`config.mk`:
```
export PLATFORM = sky130hd
export DESIGN_NAME = ssc_top
export DESIGN_NICKNAME = d
export VERILOG_FILES = /design/src/ssc_pkg.sv /design/src/ssc_sync_edge.sv /design/src/ssc_top.sv
export VERILOG_INCLUDE_DIRS = /design/src /design/src/src
export SDC_FILE = /design/constraint.sdc
export NUM_CORES = 1
export LEC_CHECK = 0
export ABC_AREA = 1
export BUFFER_PORTS_ARGS = -buffer_cell sky130_fd_sc_hd__buf_2
export CELL_PAD_IN_SITES_DETAIL_PLACEMENT = 0
export CELL_PAD_IN_SITES_GLOBAL_PLACEMENT = 2
export CORE_AREA = 2 2 116 118
export CTS_BUF_LIST = sky130_fd_sc_hd__clkbuf_16
export DETAILED_ROUTE_END_ITERATION = 10
export DIE_AREA = 0 0 118 120
export HOLD_SLACK_MARGIN = 0.03
export PLACE_DENSITY_LB_ADDON = 0.1
export RECOVER_POWER = 100
export SLEW_MARGIN = 15
export SYNTH_ARGS = -nofsm -noshare
export SYNTH_HDL_FRONTEND = slang
export SYNTH_SLANG_ARGS = --single-unit
```
`constraint.sdc`:
```
create_clock -name clk_sys -period 1.7 [get_ports clk_sys]
set_clock_uncertainty 0.05 [all_clocks]
set_input_delay 0.085 -clock clk_sys [delete_from_list [all_inputs] [get_ports clk_sys]]
set_output_delay 0.085 -clock clk_sys [all_outputs]
set_load 0.05 [all_outputs]
```
`src/ssc_params.svh`:
```
// Constants for the spindle sync command block: offsets, codes, bit positions, reset values.
`ifndef SSC_PARAMS_SVH
`define SSC_PARAMS_SVH

`define SSC_AW             8
`define SSC_DW             32
`define SSC_OFF_CMD        8'h00
`define SSC_OFF_RESP       8'h04
`define SSC_OFF_STAT       8'h08
`define SSC_OFF_MASK       8'h0C
`define SSC_OFF_RESULT     8'h10
`define SSC_OFF_OFFSET     8'h14

`define SSC_BC_LOAD_FUNC   8'h01
`define SSC_BC_INDEX_OFS   8'h09
`define SSC_BC_READ_CFG    8'h41
`define SSC_BC_READ_STAT   8'h44
`define SSC_BC_READ_EXT    8'h48

`define SSC_FC_REF_OFF     8'h2E
`define SSC_FC_REF_ON      8'h2F
`define SSC_FC_TRANS_OFF   8'h30
`define SSC_FC_TRANS_ON    8'h31
`define SSC_FC_SYNC_OFF    8'h32
`define SSC_FC_SYNC_ON     8'h33
`define SSC_FC_RESYNC      8'h34

`define SSC_EV_W           5
`define SSC_EV_LOCK        0
`define SSC_EV_UNLOCK      1
`define SSC_EV_FAULT       2
`define SSC_EV_REJECT      3
`define SSC_EV_DONE        4

`define SSC_IN_W           6
`define SSC_IN_LOCK        0
`define SSC_IN_FAULT       1
`define SSC_IN_INDEX       2
`define SSC_IN_LOC_EN      3
`define SSC_IN_LOC_REF     4
`define SSC_IN_LOC_ALLOW   5

`define SSC_CFG_SYNC_SUP   1'b1
`define SSC_CFG_LOCAL_SUP  1'b1

`define SSC_RST_EV         5'h00
`define SSC_RST_OFS        16'h0000
`define SSC_RST_BIT        1'b0
`define SSC_RST_WORD       32'h0000_0000

`endif

```
`src/ssc_pkg.sv`:
```
// Types shared by the spindle sync command block.
package ssc_pkg;

  typedef struct packed {
    logic [15:0] param;
    logic [7:0]  func;
    logic [7:0]  code;
  } ssc_cmd_s;

  typedef struct packed {
    logic local_en;
    logic locked;
    logic ref_src;
    logic ofs_active;
    logic trans_en;
    logic sync_en;
  } ssc_ext_s;

  typedef struct packed {
    logic local_sup;
    logic sync_sup;
  } ssc_cfg_s;

  typedef enum logic [1:0] {
    SSC_RES_IDLE,
    SSC_RES_DONE,
    SSC_RES_REJECT
  } ssc_res_e;

endpackage

```
`src/ssc_sync_edge.sv`:
```
// Two-stage synchroniser bank with level and edge outputs.
`timescale 1ns/1ps
`include "ssc_params.svh"

module ssc_sync_edge (
  input  wire logic                 clk_sys, // System clock.
  input  wire logic                 resetn,  // Asynchronous reset, active low.
  input  wire logic [`SSC_IN_W-1:0] din,     // Asynchronous inputs.
  output logic      [`SSC_IN_W-1:0] lvl,     // Synchronised levels.
  output logic      [`SSC_IN_W-1:0] rise,    // One-cycle rising edge pulses.
  output logic      [`SSC_IN_W-1:0] fall     // One-cycle falling edge pulses.
);

  logic [`SSC_IN_W-1:0] meta_q;
  logic [`SSC_IN_W-1:0] lvl_q;
  logic [`SSC_IN_W-1:0] prev_q;

  genvar i;
  generate
    for (i = 0; i < `SSC_IN_W; i++) begin : g_bit
      always_ff @(posedge clk_sys or negedge resetn) begin
        if (!resetn) begin
          meta_q[i] <= `SSC_RST_BIT;
          lvl_q[i]  <= `SSC_RST_BIT;
          prev_q[i] <= `SSC_RST_BIT;
        end else begin
          meta_q[i] <= din[i];
          lvl_q[i]  <= meta_q[i];
          prev_q[i] <= lvl_q[i];
        end
      end
      assign rise[i] = lvl_q[i] & ~prev_q[i];
      assign fall[i] = ~lvl_q[i] & prev_q[i];
    end
  endgenerate

  assign lvl = lvl_q;

endmodule // ssc_sync_edge

```
`src/ssc_top.sv`:
```
// Spindle sync command interpreter with register port, status events and interrupt.
//
// What this block does
// RULE_01: The master makes sure only one party in the string drives the sync reference.
// RULE_02: This slave can drive the sync reference from its own index when selected.
// RULE_03: Load slave function 01 with function 2E turns the reference off and 2F turns it on.
// RULE_04: Function 30 stops and function 31 starts reporting lock transitions as status.
// RULE_05: Function 32 stops following the reference, 33 locks to it, 34 forces a re-sync.
// RULE_06: Control 09 loads the index offset that delays this index against the reference.
// RULE_07: Read status 44 shows separate unlocked-to-locked and locked-to-unlocked bits.
// RULE_08: A spindle sync fault is reported to the master as a status condition.
// RULE_09: Read extended status 48 carries sync, transition, offset, source, lock and local flags.
// RULE_10: Read configuration 41 tells whether spindle sync and local sync are supported.
// RULE_11: Under local jumper control the same interrupt and status behaviour still applies.
// RULE_12: When local sync is switched on the local enabled flag is set in extended status.
// RULE_13: With local sync on, sync function codes are taken or refused by the local allow input.
// RULE_14: Transition events rise only while reporting is on; the locked flag tracks every change.
`timescale 1ns/1ps
`include "ssc_params.svh"

module ssc_top (
  input  wire logic                 clk_sys,        // System clock, 100 MHz.
  input  wire logic                 resetn,         // Asynchronous reset, active low.
  input  wire logic [`SSC_AW-1:0]   reg_addr,       // Register byte address.
  input  wire logic [`SSC_DW-1:0]   reg_wdata,      // Register write data.
  input  wire logic                 reg_wr,         // Write strobe.
  input  wire logic                 reg_rd,         // Read strobe.
  output logic      [`SSC_DW-1:0]   reg_rdata,      // Read data, cycle after strobe.
  output logic                      irq,            // Level interrupt.
  input  wire logic                 spin_locked,    // Servo reports spindle locked.
  input  wire logic                 spin_fault,     // Servo reports sync fault.
  input  wire logic                 spin_index,     // Own index pulse from spindle.
  input  wire logic                 local_sync_on,  // Local jumper: sync switched on.
  input  wire logic                 local_ref_on,   // Local jumper: act as reference.
  input  wire logic                 local_cmd_ok,   // Local mechanism allows sync commands.
  output logic                      sync_ref_out,   // Sync reference drive level.
  output logic                      sync_ref_oe,    // Sync reference drive enable.
  output logic                      sync_follow,    // Servo: follow the reference.
  output logic                      resync_pulse,   // Servo: one-cycle re-sync request.
  output logic      [15:0]          index_offset    // Servo: index angular offset.
);

  ////////////////////////////////////////////////////////////////////////////////
  // Input synchronisation.

  logic [`SSC_IN_W-1:0] in_lvl;
  logic [`SSC_IN_W-1:0] in_rise;
  logic [`SSC_IN_W-1:0] in_fall;

  ssc_sync_edge u_sync (
    .clk_sys (clk_sys),
    .resetn  (resetn),
    .din     ({local_cmd_ok, local_ref_on, local_sync_on, spin_index, spin_fault, spin_locked}),
    .lvl     (in_lvl),
    .rise    (in_rise),
    .fall    ()
  );

  logic lock_prev_q;
  logic lock_fall;
  assign lock_fall = ~in_lvl[`SSC_IN_LOCK] & lock_prev_q;

  ////////////////////////////////////////////////////////////////////////////////
  // State.

  logic                   ref_en_q,   ref_en_d;
  logic                   trans_en_q, trans_en_d;
  logic                   sync_en_q,  sync_en_d;
  logic [15:0]            ofs_q,      ofs_d;
  logic [`SSC_EV_W-1:0]   stat_q,     stat_d;
  logic [`SSC_EV_W-1:0]   mask_q,     mask_d;
  logic [`SSC_DW-1:0]     resp_q,     resp_d;
  ssc_pkg::ssc_res_e      res_q,      res_d;
  logic [7:0]             last_q,     last_d;
  logic [`SSC_DW-1:0]     rdata_q,    rdata_d;
  logic                   resync_q,   resync_d;
  logic                   ref_out_q,  ref_out_d;
  logic                   ref_oe_q,   ref_oe_d;
  logic                   follow_q,   follow_d;

  ssc_pkg::ssc_cmd_s      cmd;
  ssc_pkg::ssc_ext_s      ext;
  ssc_pkg::ssc_cfg_s      cfg;
  logic [`SSC_EV_W-1:0]   ev;
  logic                   cmd_wr;
  logic                   local_en;
  logic                   eff_sync;
  logic                   eff_ref;
  logic                   accept;
  logic                   known;

  function automatic logic hit(input logic [`SSC_AW-1:0] a, input logic [`SSC_AW-1:0] off);
    hit = (a == off);
  endfunction

  function automatic logic is_sync_func(input logic [7:0] f);
    is_sync_func = (f >= `SSC_FC_REF_OFF) && (f <= `SSC_FC_RESYNC);
  endfunction

  ////////////////////////////////////////////////////////////////////////////////
  // Effective control under local or command control.

  assign cmd      = ssc_pkg::ssc_cmd_s'(reg_wdata);
  assign cmd_wr   = reg_wr & hit(reg_addr, `SSC_OFF_CMD);
  assign local_en = in_lvl[`SSC_IN_LOC_EN];
  // Local jumpers force sync on; status and interrupts work the same either way.
  assign eff_sync = local_en | sync_en_q;                                        // [RULE_11]
  assign eff_ref  = local_en ? in_lvl[`SSC_IN_LOC_REF] : ref_en_q;               // [RULE_11]

  assign cfg.sync_sup  = `SSC_CFG_SYNC_SUP;                                      // [RULE_10]
  assign cfg.local_sup = `SSC_CFG_LOCAL_SUP;                                     // [RULE_10]

  assign ext.sync_en    = eff_sync;                                              // [RULE_09]
  assign ext.trans_en   = trans_en_q;                                            // [RULE_09]
  assign ext.ofs_active = eff_sync & (ofs_q != `SSC_RST_OFS);                    // [RULE_09]
  assign ext.ref_src    = eff_ref;                                               // [RULE_09]
  assign ext.locked     = in_lvl[`SSC_IN_LOCK];                                  // [RULE_14]
  assign ext.local_en   = local_en;                                              // [RULE_12]

  ////////////////////////////////////////////////////////////////////////////////
  // Command decode.

  always_comb begin
    known = 1'b0;
    case (cmd.code)
      `SSC_BC_LOAD_FUNC: known = is_sync_func(cmd.func);
      `SSC_BC_INDEX_OFS,
      `SSC_BC_READ_CFG,
      `SSC_BC_READ_STAT,
      `SSC_BC_READ_EXT:  known = 1'b1;
      default:           known = 1'b0;
    endcase
  end

  // Sync function loads and index offset loads are refused while local sync is on and the local mechanism does not allow them.
  assign accept = known &
                  ~(local_en & ~in_lvl[`SSC_IN_LOC_ALLOW] &
                    ((cmd.code == `SSC_BC_LOAD_FUNC) |
                     (cmd.code == `SSC_BC_INDEX_OFS)));                          // [RULE_13]

  always_comb begin
    ref_en_d   = ref_en_q;
    trans_en_d = trans_en_q;
    sync_en_d  = sync_en_q;
    ofs_d      = ofs_q;
    resp_d     = resp_q;
    res_d      = res_q;
    last_d     = last_q;
    resync_d   = 1'b0;
    if (cmd_wr) begin
      last_d = cmd.code;
      res_d  = accept ? ssc_pkg::SSC_RES_DONE : ssc_pkg::SSC_RES_REJECT;
    end
    if (cmd_wr && accept) begin
      case (cmd.code)
        `SSC_BC_LOAD_FUNC: begin
          case (cmd.func)
            `SSC_FC_REF_OFF:   ref_en_d   = 1'b0;                                // [RULE_03]
            `SSC_FC_REF_ON:    ref_en_d   = 1'b1;                                // [RULE_03]
            `SSC_FC_TRANS_OFF: trans_en_d = 1'b0;                                // [RULE_04]
            `SSC_FC_TRANS_ON:  trans_en_d = 1'b1;                                // [RULE_04]
            `SSC_FC_SYNC_OFF:  sync_en_d  = 1'b0;                                // [RULE_05]
            `SSC_FC_SYNC_ON:   sync_en_d  = 1'b1;                                // [RULE_05]
            `SSC_FC_RESYNC:    resync_d   = 1'b1;                                // [RULE_05]
            default:           resync_d   = 1'b0;
          endcase
        end
        `SSC_BC_INDEX_OFS: ofs_d  = cmd.param;                                   // [RULE_06]
        `SSC_BC_READ_CFG:  resp_d = `SSC_DW'(cfg);                               // [RULE_10]
        `SSC_BC_READ_STAT: resp_d = `SSC_DW'(stat_q);                            // [RULE_07]
        `SSC_BC_READ_EXT:  resp_d = `SSC_DW'(ext);                               // [RULE_09]
        default:           resp_d = resp_q;
      endcase
    end
  end

  ////////////////////////////////////////////////////////////////////////////////
  // Events, interrupt status and mask.

  always_comb begin
    ev                 = `SSC_RST_EV;
    ev[`SSC_EV_LOCK]   = trans_en_q & in_rise[`SSC_IN_LOCK];                     // [RULE_14] [RULE_07]
    ev[`SSC_EV_UNLOCK] = trans_en_q & lock_fall;                                 // [RULE_14] [RULE_07]
    ev[`SSC_EV_FAULT]  = in_rise[`SSC_IN_FAULT];                                 // [RULE_08]
    ev[`SSC_EV_REJECT] = cmd_wr & ~accept;                                       // [RULE_13]
    ev[`SSC_EV_DONE]   = cmd_wr & accept;
  end

  always_comb begin
    stat_d = stat_q;
    mask_d = mask_q;
    if (reg_wr && hit(reg_addr, `SSC_OFF_STAT)) begin
      stat_d = stat_q & ~reg_wdata[`SSC_EV_W-1:0];
    end
    if (reg_wr && hit(reg_addr, `SSC_OFF_MASK)) begin
      mask_d = reg_wdata[`SSC_EV_W-1:0];
    end
    // A new event wins over a clear in the same cycle.
    stat_d = stat_d | ev;                                                        // [RULE_11]
  end

  ////////////////////////////////////////////////////////////////////////////////
  // Reference drive and servo controls.

  always_comb begin
    ref_oe_d  = eff_ref;                                                         // [RULE_02]
    ref_out_d = eff_ref & in_lvl[`SSC_IN_INDEX];                                 // [RULE_02]
    follow_d  = eff_sync & ~eff_ref;                                             // [RULE_05]
  end

  ////////////////////////////////////////////////////////////////////////////////
  // Register read port.

  always_comb begin
    rdata_d = `SSC_RST_WORD;
    if (reg_rd) begin
      case (reg_addr)
        `SSC_OFF_RESP:   rdata_d = resp_q;
        `SSC_OFF_STAT:   rdata_d = `SSC_DW'(stat_q);
        `SSC_OFF_MASK:   rdata_d = `SSC_DW'(mask_q);
        `SSC_OFF_RESULT: rdata_d = `SSC_DW'({last_q, 6'h00, res_q});
        `SSC_OFF_OFFSET: rdata_d = `SSC_DW'(ofs_q);
        default:         rdata_d = `SSC_RST_WORD;
      endcase
    end
  end

  ////////////////////////////////////////////////////////////////////////////////
  // Registers.

  always_ff @(posedge clk_sys or negedge resetn) begin
    if (!resetn) begin
      ref_en_q    <= `SSC_RST_BIT;
      trans_en_q  <= `SSC_RST_BIT;
      sync_en_q   <= `SSC_RST_BIT;
      ofs_q       <= `SSC_RST_OFS;
      stat_q      <= `SSC_RST_EV;
      mask_q      <= `SSC_RST_EV;
      resp_q      <= `SSC_RST_WORD;
      res_q       <= ssc_pkg::SSC_RES_IDLE;
      last_q      <= 8'h00;
      rdata_q     <= `SSC_RST_WORD;
      lock_prev_q <= `SSC_RST_BIT;
      resync_q    <= `SSC_RST_BIT;
      ref_out_q   <= `SSC_RST_BIT;
      ref_oe_q    <= `SSC_RST_BIT;
      follow_q    <= `SSC_RST_BIT;
    end else begin
      ref_en_q    <= ref_en_d;
      trans_en_q  <= trans_en_d;
      sync_en_q   <= sync_en_d;
      ofs_q       <= ofs_d;
      stat_q      <= stat_d;
      mask_q      <= mask_d;
      resp_q      <= resp_d;
      res_q       <= res_d;
      last_q      <= last_d;
      rdata_q     <= rdata_d;
      lock_prev_q <= in_lvl[`SSC_IN_LOCK];
      resync_q    <= resync_d;
      ref_out_q   <= ref_out_d;
      ref_oe_q    <= ref_oe_d;
      follow_q    <= follow_d;
    end
  end

  assign reg_rdata    = rdata_q;
  assign irq          = |(stat_q & mask_q);
  assign sync_ref_out = ref_out_q;
  assign sync_ref_oe  = ref_oe_q;                                                // [RULE_01]
  assign sync_follow  = follow_q;
  assign resync_pulse = resync_q;
  assign index_offset = ofs_q;

endmodule // ssc_top

```
Yosys cells after proc, flatten, opt, wreduce, memory -nomap -nowiden

Index checks and enable logic that the tools add are counted.

Equality and inequality tests: 17
Reduce and logical (&&, ||, !) cells: 17
Mux-type cells: 13
Bitwise gates (word level): 27
$lt $le $gt $ge: 2

Operator list:

| cell               | number |
|---|---|
| $pmux 32 s5        | 1 |
| $pmux 32 s3        | 1 |
| $eq 8x6->1 const B | 7 |
| $mux 32            | 1 |
| $eq 8x4->1 const B | 3 |
| $eq 8x7->1 const B | 3 |
| $eq 8x5->1 const B | 2 |
| $reduce_bool 16->1 | 1 |
| $and 1x1->1        | 14 |
| $and 5x5->5        | 2 |
| $reduce_and 3->1   | 3 |
| $eq 8x1->1 const B | 1 |
| $eq 8x3->1 const B | 1 |
| $ge 8x6->1 const B | 1 |
| $le 8x6->1 const B | 1 |
| $logic_not 8->1    | 1 |
| $pmux 1 s2         | 4 |
| $not 1->1          | 7 |
| $reduce_bool 2->1  | 3 |
| $mux 5             | 1 |
| $not 5->5          | 1 |
| $or 5x5->5         | 1 |
| $reduce_or 5->1    | 1 |
| $logic_and 1x1->1  | 4 |
| 6 further kinds    | 11 |

Output and inout bits: 53
Bits in registers: 121

Longest topological paths before layout

Depth in word-level cells: 8
Gate-level depth with buffers: 12
Mapped depth without buffers: 11

By module

A second synthesis with hierarchy kept.

Cell total of the unflattened synthesis: 477
Area total of the unflattened synthesis: 3890.0 um^2

Modules (own cells, without submodules):

| module        | seq. area each (um^2) | area each (um^2) | cells an instance | instances |
|---|---|---|---|---|
| ssc_top       | 1651.6                | 3349.5           | 435               | 1 |
| ssc_sync_edge | 450.4                 | 540.5            | 42                | 1 |

Worst setup path after synthesis

No wires, ideal clock.

Path kind: reg-to-reg
From: reg u_sync.lvl_q[3] (netlist: u_sync.lvl[3])
To: reg ofs_q[10] (netlist: index_offset[10])
Stages on the path, launching flop included: 8
Setup slack: 0.311 ns
Setup time: 0.118 ns
Arrival: 1.221 ns
Period minus slack after synthesis: 1.389 ns
Cell sequence: dfrtp_1 inv_1 nor2_1 nand2_1 nand4_2 buf_2 nand2_1 nand2_1

Word-level cells in the longest chain between the ends: 6

Ends and longest elaborated chain:

| what                              | RTL line            | text |
|---|---|---|
| start, declared                   | ssc_sync_edge.sv:15 | `` logic [`SSC_IN_W-1:0] lvl_q; `` |
| start signal, assigned by index   | ssc_sync_edge.sv:24 | `` lvl_q[i] <= `SSC_RST_BIT; `` |
| start signal, assigned by index   | ssc_sync_edge.sv:28 | `lvl_q[i] <= meta_q[i];` |
| $and 1x1->1 (2 in series)         | ssc_top.sv:137      | `` ~(local_en & ~in_lvl[`SSC_IN_LOC_ALLOW] & `` |
| $not 1->1                         | ssc_top.sv:137      |  |
| $and 1x1->1                       | ssc_top.sv:136      | `assign accept = known &` |
| $logic_and 1x1->1                 | ssc_top.sv:154      | `if (cmd_wr && accept) begin` |
| $reduce_and 2->1 (no source line) | -                   |  |
| end signal, assigned              | ssc_top.sv:236      | `` ofs_q <= `SSC_RST_OFS; `` |
| end signal, assigned              | ssc_top.sv:252      | `ofs_q <= ofs_d;` |
| end, declared                     | ssc_top.sv:69       | `logic [15:0] ofs_q, ofs_d;` |

No other way between the ends.
A chain may end at the register's enable or synchronous reset.

Worst setup path in the final report

From: reg stat_q[3]
To: out irq

Word-level cells in the longest chain between the ends: 2

Ends and longest elaborated chain:

| what                   | RTL line       | text |
|---|---|---|
| start, declared        | ssc_top.sv:70  | `` logic [`SSC_EV_W-1:0] stat_q, stat_d; `` |
| start signal, assigned | ssc_top.sv:237 | `` stat_q <= `SSC_RST_EV; `` |
| start signal, assigned | ssc_top.sv:253 | `stat_q <= stat_d;` |
| $and 5x5->5            | ssc_top.sv:268 | `assign irq = \|(stat_q & mask_q);` |
| $reduce_or 5->1        | ssc_top.sv:268 |  |
| end, declared          | ssc_top.sv:29  | `output logic irq,` |

No other way between the ends.

==> impl_metrics.yaml <==
grt:
  grt_max_degree: 42
  grt_overflow: 0
  grt_pass1_wl_microns: 18000
  antenna_found_initial: 0
  track_usage_pct: 16.5
  first_global_vias: 3531
clock_tree:
  cts_tree: "yes"
  clk_path_buf_depth: 2
  cts_root_buffer: "clkbuf_16"
  cts_max_level: 3
  cts_made_buffers: 9
  clk_latency_ps: 340
  cts.sinks: 79
  clk_pin_slew_ps: 60
synthesis:
  avgSynthCellArea_sq_um: 8.60
  synth-edff-count: 0
  synth_ff_type: "dfrtp_1"
  netlist_instances: 443
  ys_ff_latch: 79
  syn_area_sq_mm: 0.00381
  async_flop_share_pct: 100
  ys_seq_area_share_pct: 51.9
  yosysWarnings: 0
  ys_types: 33
detailed_routing:
  postRouteWirelength_microns: 11000
  via_count: 3326
  wl_per_cell_microns: 14.2
  post-route-drc-count: 0
  drt_pass1_iterations: 4
  postRouteAntennaNets: 0
  vias_per_cell: 4.30
  drt-initial-drc-count: 117
outcome:
  outcome: "completed"
setup_path:
  crit_path_end_kind: "primary output"
  crit_fanout: 4
  cp.required_ps: 1560
  worstPathArrival_ps: 1450
  crit_buf_inv: 1
  max_stage_delay_ps: 450
  cp_cell_sequence: "nand2_1, nand3_1, a221o_1, buf_2"
  worstSetupStartpointType: "register"
  path_delay_family: "flip-flops"
  crit_type: "register to primary output"
  cp_slowest_cell: "dfrtp_1"
place:
  gp_congestion: 0.784
  io_buffers: 86
  place_hpwl_microns: 8150
  post_dp_cell_area_sq_mm: 0.00458
pwr:
  irDropWorstVdd_v: 0.000694
  p_per_area_mw_per_mm2: 862
  power.leakage_nw: 2.55
  power_w: 0.00439
floorplan:
  io_pins: 103
  die_h_microns: 120
  coreArea_sq_mm: 0.0130
  initial_core_util_pct: 29.4
  dieArea_sq_mm: 0.0142
  fp-row-count: 42
  die-width_microns: 118
sta:
  fin_crit_sh_pct: 93.4
  worstMarginPinSlew_ps: 626
  period_needed_ps: 1590
  rsz0062_at_grt: "no"
  finalHoldViolCount: 0
  finalMaxSlewViolations: 0
  hold-worst-slack_ps: 55.7
  clock.fmax_mhz: 630
  slew-limit-headroom_pct: 58.2
  finalSetupViolCount: 0
layout:
  num_antenna_cells: 0
  drive_gt1_share_pct: 20.6
  fin_area_sq_mm: 0.00510
  fin_util_pct: 39.3
  n_fill_cell: 1391
  fin_nets: 642
  area_delta_synth_final_pct: 33.8
job:
  max_cap_violations: 0
worst_hold_path:
  hold_class: "primary input to register"
-- final cells by class --
| cell class | instances | area, sq um | share of cell area, % |
|---|---|---|---|
| clock buffers | 9 | 225 | 4.42 |
| repair buffers | 145 | 916 | 18.0 |
| multi-input cells | 320 | 1530 | 30.1 |
| clock inverters | 7 | 87.6 | 1.72 |
| well taps | 176 | 220 | 4.32 |
| flip-flops and latches | 79 | 1980 | 38.8 |
| inverters | 37 | 139 | 2.72 |
-- flip-flops by register name, summed over array words and instances, names as in the netlist --
register and flops:
sync_follow 1, trans_en_q 1, mask_q 5, stat_q 5, ref_en_q 1, reg_rdata 16
last_q 8, resp_q 6, sync_en_q 1, index_offset 16, res_q 2, resync_pulse 1
u_sync.meta_q 6, sync_ref_oe 1, sync_ref_out 1, u_sync.prev_q 2, u_sync.lvl 6
-- worst paths after layout --
check	startpoint	to	slack, ps	cells past startpoint
min in group asynchronous	resetn	reg_rdata[14]	240	2
max in group asynchronous	resetn	sync_follow	290	3
hold / removal	reg_wdata[1]	last_q[1]	60	3
setup reg to reg	u_sync.lvl[3]	index_offset[15]	200	8
setup / recovery	stat_q[3]	irq	110	4
hold reg to reg	u_sync.meta_q[5]	u_sync.lvl[5]	300	0
-- report_power, final --
part	total (W)	internal, W	switching [W]
registers	0.00195	0.00192	0.0000244
logic	0.000408	0.000137	0.000272
clock network	0.00204	0.00127	0.000762
-- per-stage QoR --
stage	setup slack, ps	setup TNS (ps)	cells
final	112	0	773
after global placement	-13.2	-60.1	724
after floorplan	311	0	458
after global routing	33.5	0	773
after CTS	31.4	0	769
after detailed placement	-37.8	-132	724
-- cells in the final DEF, fill, tap and decap left out, types with 3 or more instances in the layout --
master and instances:
inv_1 30, a21oi_1 17, nand3_1 20, o21ai_0 26
buf_2 48, nand2_1 155, dfrtp_1 79, nand2_2 8
clkbuf_1 42, clkinv_2 3, nor2_4 4, nor2_1 36
nor3_1 4, nand4_1 9, nand2_4 5, clkbuf_16 9
buf_4 20, dlygate4sd3_1 29, nor2_2 3, inv_2 6
buf_12 3, conb_1 16
-- metal layers --
metal / global-route usage [%] / vias to the layer above / share of wire [%]
met5: 0 / - / 0
met4: 5.05 / 0 / 2.0
met3: 4.23 / 17 / 4.0
met2: 28.6 / 71 / 49
met1: 20.3 / 1562 / 45
li1: - / 1676 / -
-- synth_stat cells (all sizes together) (2+ instances only) --
library cell,count,share of area [%]
inv,36,3.5
nand3b,2,0.39
a21oi,17,2.2
nand2,169,20
nand4,10,1.8
clkbuf,4,0.39
o21ai,26,3.4
dfrtp,79,52
buf,18,3.8
a41oi,2,0.46
nand3,22,3.5
o21a,2,0.39
nor2,45,6.3
nor3,5,1.1
-- worst register-to-register path, delay by kind of cell (launching register included) --
kind / cells / cell delay, ps
buf+inv: 2 / 270
flops: 1 / 370
simple gates: 6 / 750
-- cell families (layout without fill, tap and decap cells) --
family / after synthesis / after routing / share of synthesized area [%]
flops: 79 / 79 / 51.9
compound gates: 49 / 49 / 6.96
other cells: 1 / 16 / 0.0984
buf+inv: 59 / 198 / 7.85
simple gates: 255 / 255 / 33.2
-- timing repair --
item,in CTS,in global routing
hold buffers,29,0
endpoints found under the hold margin,106,0
setup endpoints to repair,0,9
buffers inserted,0,4
gates resized for setup,0,1
(Power assumes the default switching activity.)
